--- src/rrx_pkg.sv ---
// package for the return and rotate execution block
// assumes a core that presents one decoded operation per instruction cycle
// Function
// - interrupt return pops stack into program counter; one word, two cycles
// - interrupt return sets global interrupt enable, bit 7 of interrupt control
// - literal return writes 8-bit literal into working register, flags untouched
// - literal return also pops stack into program counter; two cycles
// - subroutine return pops stack into program counter, no flags, two cycles
// - rotate left: old bit 7 to carry, old carry into bit 0
// - destination select 0 writes working register, 1 writes source register 0..127
// - rotate changes only carry, one word, one cycle
package rrx_pkg;
  localparam int unsigned DATA_W    = 8;
  localparam int unsigned PC_W      = 15;
  localparam int unsigned FADDR_W   = 7;
  localparam int unsigned GIE_BIT   = 7;
  localparam int unsigned MSB_BIT   = 7;
  localparam int unsigned RET_CYC   = 2;
  localparam logic        DEST_W    = 1'h0;
  localparam logic        DEST_F    = 1'h1;
  localparam logic [7:0]  WREG_RST  = 8'h00;
  localparam logic [14:0] PC_RST    = 15'h0000;

  typedef enum logic [1:0] {
    RRX_OP_NONE,
    RRX_OP_RETI,
    RRX_OP_RETLIT,
    RRX_OP_RETSUB
  } rrx_ret_t;

  typedef enum {
    RRX_EXEC,
    RRX_FLUSH
  } rrx_state_t;
endpackage : rrx_pkg

--- src/rrx_exec.sv ---
// execution unit for interrupt, literal and subroutine returns and rotate left through carry
// assumes the decoder presents an op only in cycles where busy is low; stack top is valid on request
`timescale 1ns/100ps
`default_nettype none
module rrx_exec
  import rrx_pkg::*;
(
  input  wire logic               clk,
  input  wire logic               arst_n,
  input  wire logic               returnFromInterruptOp,
  input  wire logic               returnWithLiteralOp,
  input  wire logic               returnSubOp,
  input  wire logic               rotateLeftCarryOp,
  input  wire logic [7:0]         literalOperand,
  input  wire logic [6:0]         fileRegisterOperand,
  input  wire logic               destinationSelect,
  input  wire logic [7:0]         fileReadData,
  input  wire logic [14:0]        topOfStack,
  input  wire logic [7:0]         interruptControlIn,
  output var  logic [14:0]        programCounter,
  output var  logic               pcLoad,
  output var  logic               stackPop,
  output var  logic [7:0]         workingRegister,
  output var  logic               carryFlag,
  output var  logic               fileWrite,
  output var  logic [6:0]         fileWriteAddr,
  output var  logic [7:0]         fileWriteData,
  output var  logic               interruptControlWrite,
  output var  logic [7:0]         interruptControlOut,
  output var  logic               flushFetch,
  output var  logic               busy
);
  rrx_state_t state;
  rrx_state_t next_state;

  // a return is accepted only in execute state so a second op cannot overlap the flush cycle
  wire logic       inExec   = (state == RRX_EXEC);
  wire logic       anyRet   = inExec & (returnFromInterruptOp | returnWithLiteralOp | returnSubOp);
  wire logic       doRotate = inExec & rotateLeftCarryOp & ~anyRet;
  wire logic [7:0] rotated  = {fileReadData[MSB_BIT-1:0], carryFlag};
  wire logic [7:0] next_icon;

  assign next_icon = interruptControlIn | (8'h01 << GIE_BIT);

  always_comb
  begin
    next_state = state;
    unique case (state)
      RRX_EXEC:  if (anyRet) next_state = RRX_FLUSH;
      RRX_FLUSH: next_state = RRX_EXEC;
    endcase
  end

  // named strobes keep the register blocks short and match the checks below
  wire logic       takeIcon = inExec & returnFromInterruptOp;
  wire logic       takeLit  = inExec & returnWithLiteralOp;
  wire logic       rotToW   = doRotate & (destinationSelect == DEST_W);
  wire logic       rotToF   = doRotate & (destinationSelect == DEST_F);

  always_ff @(posedge clk or negedge arst_n)
  begin
    if (!arst_n)
      state <= RRX_EXEC;
    else
      state <= next_state;
  end

  // pop, load and flush are one-cycle pulses in the second return cycle
  always_ff @(posedge clk or negedge arst_n)
  begin
    if (!arst_n)
    begin
      pcLoad     <= 1'h0;
      stackPop   <= 1'h0;
      flushFetch <= 1'h0;
      busy       <= 1'h0;
    end
    else
    begin
      pcLoad     <= anyRet;
      stackPop   <= anyRet;
      flushFetch <= anyRet;
      busy       <= anyRet;
    end
  end

  // pc holds between returns; the fetch side advances it for ordinary ops
  always_ff @(posedge clk or negedge arst_n)
  begin
    if (!arst_n)
      programCounter <= PC_RST;
    else if (anyRet)
      programCounter <= topOfStack;
  end

  // read-modify-write of interrupt control; only the enable bit is forced
  always_ff @(posedge clk or negedge arst_n)
  begin
    if (!arst_n)
    begin
      interruptControlWrite <= 1'h0;
      interruptControlOut   <= 8'h00;
    end
    else
    begin
      interruptControlWrite <= takeIcon;
      if (takeIcon)
        interruptControlOut <= next_icon;
    end
  end

  // literal return and rotate to w never coincide: returns take priority
  always_ff @(posedge clk or negedge arst_n)
  begin
    if (!arst_n)
      workingRegister <= WREG_RST;
    else if (takeLit)
      workingRegister <= literalOperand;
    else if (rotToW)
      workingRegister <= rotated;
  end

  // returns leave carry alone; only a rotate touches carry
  always_ff @(posedge clk or negedge arst_n)
  begin
    if (!arst_n)
      carryFlag <= 1'h0;
    else if (doRotate)
      carryFlag <= fileReadData[MSB_BIT];
  end

  // address and data follow every cycle to save muxing; only the strobe qualifies them
  always_ff @(posedge clk or negedge arst_n)
  begin
    if (!arst_n)
    begin
      fileWrite     <= 1'h0;
      fileWriteAddr <= 7'h00;
      fileWriteData <= 8'h00;
    end
    else
    begin
      fileWrite     <= rotToF;
      fileWriteAddr <= fileRegisterOperand;
      fileWriteData <= rotated;
    end
  end

  chk_ret_pop_pc: assert property (@(posedge clk) disable iff (!arst_n)
    anyRet |=> pcLoad && stackPop && programCounter == $past(topOfStack))
    else $error("return did not load pc from stack");
  chk_gie_set: assert property (@(posedge clk) disable iff (!arst_n)
    (inExec && returnFromInterruptOp) |=> interruptControlWrite && interruptControlOut[GIE_BIT])
    else $error("interrupt return did not set global enable");
  chk_lit_wreg: assert property (@(posedge clk) disable iff (!arst_n)
    (inExec && returnWithLiteralOp) |=> workingRegister == $past(literalOperand) && $stable(carryFlag))
    else $error("literal return wrong working register or flag");
  chk_ret_two_cyc: assert property (@(posedge clk) disable iff (!arst_n)
    anyRet |=> busy ##1 (!busy && state == RRX_EXEC))
    else $error("return not two cycles");
  chk_sub_noflag: assert property (@(posedge clk) disable iff (!arst_n)
    (inExec && returnSubOp) |=> $stable(carryFlag) && !fileWrite)
    else $error("subroutine return touched flags");
  chk_rot_carry: assert property (@(posedge clk) disable iff (!arst_n)
    doRotate |=> carryFlag == $past(fileReadData[7]) && fileWriteData[0] == $past(carryFlag))
    else $error("rotate carry path wrong");
  chk_rot_dest: assert property (@(posedge clk) disable iff (!arst_n)
    doRotate |=> fileWrite == $past(destinationSelect) && fileWriteAddr == $past(fileRegisterOperand))
    else $error("rotate destination wrong");
  chk_rot_one_cyc: assert property (@(posedge clk) disable iff (!arst_n)
    doRotate |=> !busy && !pcLoad && state == RRX_EXEC)
    else $error("rotate not single cycle");
  // the interrupt control pulse of the return itself stands in the flush cycle
  chk_flush_nop: assert property (@(posedge clk) disable iff (!arst_n)
    (state == RRX_FLUSH) |-> (flushFetch && !fileWrite) ##1 (!flushFetch && !interruptControlWrite && !fileWrite))
    else $error("flush cycle not a no-operation");

  chk_busy_refuse: assert property (@(posedge clk) disable iff (!arst_n)
    busy |=> !pcLoad && !fileWrite && !interruptControlWrite)
    else $error("op taken while busy");

  chk_pop_pulse: assert property (@(posedge clk) disable iff (!arst_n)
    pcLoad |=> !pcLoad && !stackPop)
    else $error("pop pulse longer than one cycle");

  chk_pc_hold: assert property (@(posedge clk) disable iff (!arst_n)
    !anyRet |=> $stable(programCounter))
    else $error("pc changed without a return");

  chk_icon_copy: assert property (@(posedge clk) disable iff (!arst_n)
    takeIcon |=> interruptControlOut[6:0] == $past(interruptControlIn[6:0]))
    else $error("interrupt control bits other than enable changed");

  chk_ret_wreg_hold: assert property (@(posedge clk) disable iff (!arst_n)
    (inExec && (returnFromInterruptOp || returnSubOp)) |=> $stable(workingRegister))
    else $error("return without literal changed working register");

  chk_rot_fdata: assert property (@(posedge clk) disable iff (!arst_n)
    doRotate |=> fileWriteData == {$past(fileReadData[6:0]), $past(carryFlag)})
    else $error("rotate result wrong");

  chk_rot_wreg: assert property (@(posedge clk) disable iff (!arst_n)
    rotToW |=> workingRegister == $past(rotated) && !fileWrite)
    else $error("rotate to working register wrong");

  chk_rot_fkeep: assert property (@(posedge clk) disable iff (!arst_n)
    rotToF |=> $stable(workingRegister) && fileWrite)
    else $error("rotate to file touched working register");

  chk_carry_hold: assert property (@(posedge clk) disable iff (!arst_n)
    !doRotate |=> $stable(carryFlag))
    else $error("carry changed without a rotate");
endmodule : rrx_exec
`default_nettype wire

--- config.mk ---
export PLATFORM = sky130hd
export DESIGN_NAME = rrx_exec
export DESIGN_NICKNAME = d
export VERILOG_FILES = /design/src/rrx_pkg.sv /design/src/rrx_exec.sv
export SDC_FILE = /design/constraint.sdc
export NUM_CORES = 1
export LEC_CHECK = 0
export BUFFER_PORTS_ARGS = -buffer_cell sky130_fd_sc_hd__buf_2
export CAP_MARGIN = 10
export CORE_MARGIN = 4
export CORE_UTILIZATION = 33
export DETAILED_ROUTE_END_ITERATION = 16
export PLACE_DENSITY_LB_ADDON = 0.15
export SKIP_LAST_GASP = 1
export SLEW_MARGIN = 0
export SYNTH_ARGS = -nofsm -noshare
export SYNTH_HDL_FRONTEND = slang
export SYNTH_SLANG_ARGS = --single-unit
--- constraint.sdc ---
create_clock -name clk -period 2.3 [get_ports clk]
set_input_delay 0.345 -clock clk [delete_from_list [all_inputs] [get_ports clk]]
set_output_delay 0.345 -clock clk [all_outputs]
set_load 0.01 [all_outputs]
==> summary.md <==
| Metric | Value |
|---|---|
| Status | `completed` |
| Clk buf depth | `2` |
| Diode count | `0` |
| Setup TNS | `0 ns` |
| Reg2reg path depth | `2` |
| Synthesized Nets | `between 150 and 200` |
| Multi-input gate area | `526 um2` |
| GRT Total Usage | `12.4%` |
| P&R area growth vs syn | `37.1%` |
| Final Non-Filler Cells | `296` |
| R2r setup slk | `0.79 ns` |
| Leakage power | `1.24 nW` |
| Area post-placement | `around 2400 um2` |
| CTS clk-pin slew, worst paths | `about 0.090 ns` |
| Initial core utilization | `34.0%` |
| Vias | `~1,300` |
| Final wirelength | `just over 4 mm` |
| Clk root buf | `clkbuf_8` |
| Unrepaired setup endpoints after global routing | `no` |
| Hold Vio Cnt, Final | `0` |
| CTS tree | `yes` |
| Layout cell share with drive strength beyond 1 | `63.4%` |
| Worst Path Max Fanout | `13` |
| Placed Cells | `around 290` |
| Vias in the first global route | `1,383` |
| Power density cells | `883 nW/um2` |
| Critical path class | `reg -> reg` |
| Htree depth | `2` |
| Post-synthesis mux area share | `13.9%` |
| Worst Path Arrival | `1.69 ns` |
| Worst Setup SP | `state[0]` |
| # setup viols final | `0` |
| Vias/cell | `4.39` |
| Die height | `83.1 um` |
| CTS resizes | `0` |
| Largest family of logic cells by synthesized area | `multiplexers` |
| Fmax | `663 MHz` |
| Initial antenna violation count | `0` |
| Drt drc | `0` |
| Post-Synth XOR/XNOR Area | `0%` |
| Placer Congestion | `~0.71` |
| Reg area | `between 1000 and 1500 um2` |
| Site Rows | `27` |
| Syn avg cell area | `15.8 um2` |
| Largest net degree at the start of global routing | `28` |
| Compound-Gate Fraction of Synth Area | `8.41%` |
| Synth Area in Adders | `0%` |
| CP required | `2.49 ns` |
| Final instance area | `between 2000 and 3000 um2` |
| CP endpoint | `carryFlag` |
| Nets | `276` |
| Nature of the critical path endpoint | `register` |
| Fraction of the mapped netlist area in simple logic gates | `under 10%` |
| HPWL Detailed | `3.14 mm` |
| Number of I/O port buffers | `roughly 100` |
| Overflow after GRT | `0` |
| Hold/Removal Path Class | `in -> async` |
| Setup Fix Bufs, Post-CTS | `0` |
| Iter 0 DRT Violations | `5` |
| CTS Buf Count | `5` |
| Cts hold-fix bufs | `0` |
| DRT Pass-1 Iters | `3` |
| Clock Latency Late Sink | `0.29 ns` |
| Post-Syn Area | `around 1900 um2` |
| Wire per inst | `13.7 um` |
| Slew headroom | `63.2%` |
| Top Ports | `106` |
| Die span in x | `83.1 um` |
| Clk sinks | `51` |
| Maxcap violations | `0` |
| Startpoint Class | `register` |
| Worst slew pin tran | `between 0.5 and 0.6 ns` |
| FILL cells | `roughly 550` |
| Clock skew | `0.00260 ns` |
| Period Utilization, post-route | `between 60% and 70%` |
| Core Area | `between 5000 and 6000 um2` |
| Yosys cell types | `21` |
| Antenna Nets Post-Route | `0` |
| Synth warnings | `0` |
| Minimum clock period | `1.51 ns` |
| Cells after Synth | `roughly 120` |
| Seq/Total Area, Yosys | `68.6%` |
| Pwr Total | `2.25 mW` |
| Die ar. | `6900 um2` |
| Worst R2R Start | `state[0]` |
| RR Endpoint | `carryFlag` |
| Global-route wire length before repair | `about 7 mm` |
| Slew Viols, Final | `0` |
| Yosys reg bits | `51` |
| Max VDD drop | `0.396 mV` |
| Fin Hold WS | `0.0284 ns` |
logic make-up after synthesis:
family / count (synthesis)
simple gates: 17
compound gates: 17
flops: 51
buf+inv: 10
mux: 23
layout make-up:
class                   count  area share [%]
flip-flops and latches     51            50.0
repair buffers            107            21.3
multi-input cells          57            20.6
well taps                  72            3.53
clock buffers               5            2.70
clock inverters             3            1.72
inverters                   1           0.147
synth_stat cells:
library cell	number	area, um2
a21oi_4	1	16.3
and2_1	1	6.26
buf_1	1	3.75
buf_2	1	5.00
buf_4	3	22.5
buf_6	1	11.3
clkbuf_1	2	7.51
clkbuf_2	1	5.00
dfrtp_1	51	1280
inv_1	1	3.75
mux2_2	23	259
nand2b_1	9	56.3
nor2_1	1	3.75
nor2_2	1	6.26
nor2b_1	1	6.26
nor3_1	1	5.00
nor4_1	1	6.26
o22a_1	8	70.1
o31a_1	8	70.1
or2_2	1	6.26
or4b_4	1	13.8
layout by cell type, fill, tap and decap left out, drive strengths merged:
cell type and instances:
o22a 8, buf 107, nand2b 9, dfrtp 51, or4b 1, inv 1
clkbuf 5, nor2 2, mux2 23, or2 1, o31a 8, nor2b 1
clkinv 2, nor3 1, nor4 1, a21oi 1, and2 1, bufinv 1
worst min-delay path by stage:
stage,start,to,slack [ns],depth (start not counted)
after global placement,arst_n,programCounter[2],0.38,1
after detailed placement,arst_n,programCounter[2],0.38,1
after global routing,arst_n,workingRegister[3],0.06,1
final,arst_n,programCounter[2],0.03,1
after floorplan,arst_n,busy,0.05,0
after CTS,arst_n,fileWriteData[1],0.05,1
where the power goes:
group,switching (mW),internal [mW]
combinational,0.243,0.269
sequential,0.0823,1.05
clock,0.286,0.324
total,0.610,1.64
worst max-delay path: stages, from the launching register on:
cell     delay [ns]
dfrtp_1        0.57
nor4_1         0.46
mux2_2         0.38
stage by stage:
| stage | utilization, % | setup WS (ns) |
|---|---|---|
| finish | 46.6 | 0.793 |
| global route | 46.6 | 0.692 |
| CTS | 46.6 | 0.785 |
| detailed placement | 44.6 | 0.621 |
| global placement | 44.6 | 0.636 |
| floorplan | - | 0.762 |
flip-flops by register name (all words and copies together) (netlist names):
name and count:
fileWriteData 8, programCounter 15, interruptControlWrite 1, fileWrite 1, workingRegister 8, fileWriteAddr 7, state 1, interruptControlOut 8
carryFlag 1, busy 1
routing by layer:
metal | global-route usage (%) | share of wire, % | vias up
li1 | - | - | 615
met1 | 14.5 | 42 | 618
met2 | 20.3 | 47 | 62
met3 | 5.65 | 9.8 | 5
met4 | 4.01 | 1.3 | 0
met5 | 0 | 0 | -
(Power assumes the default switching activity.)
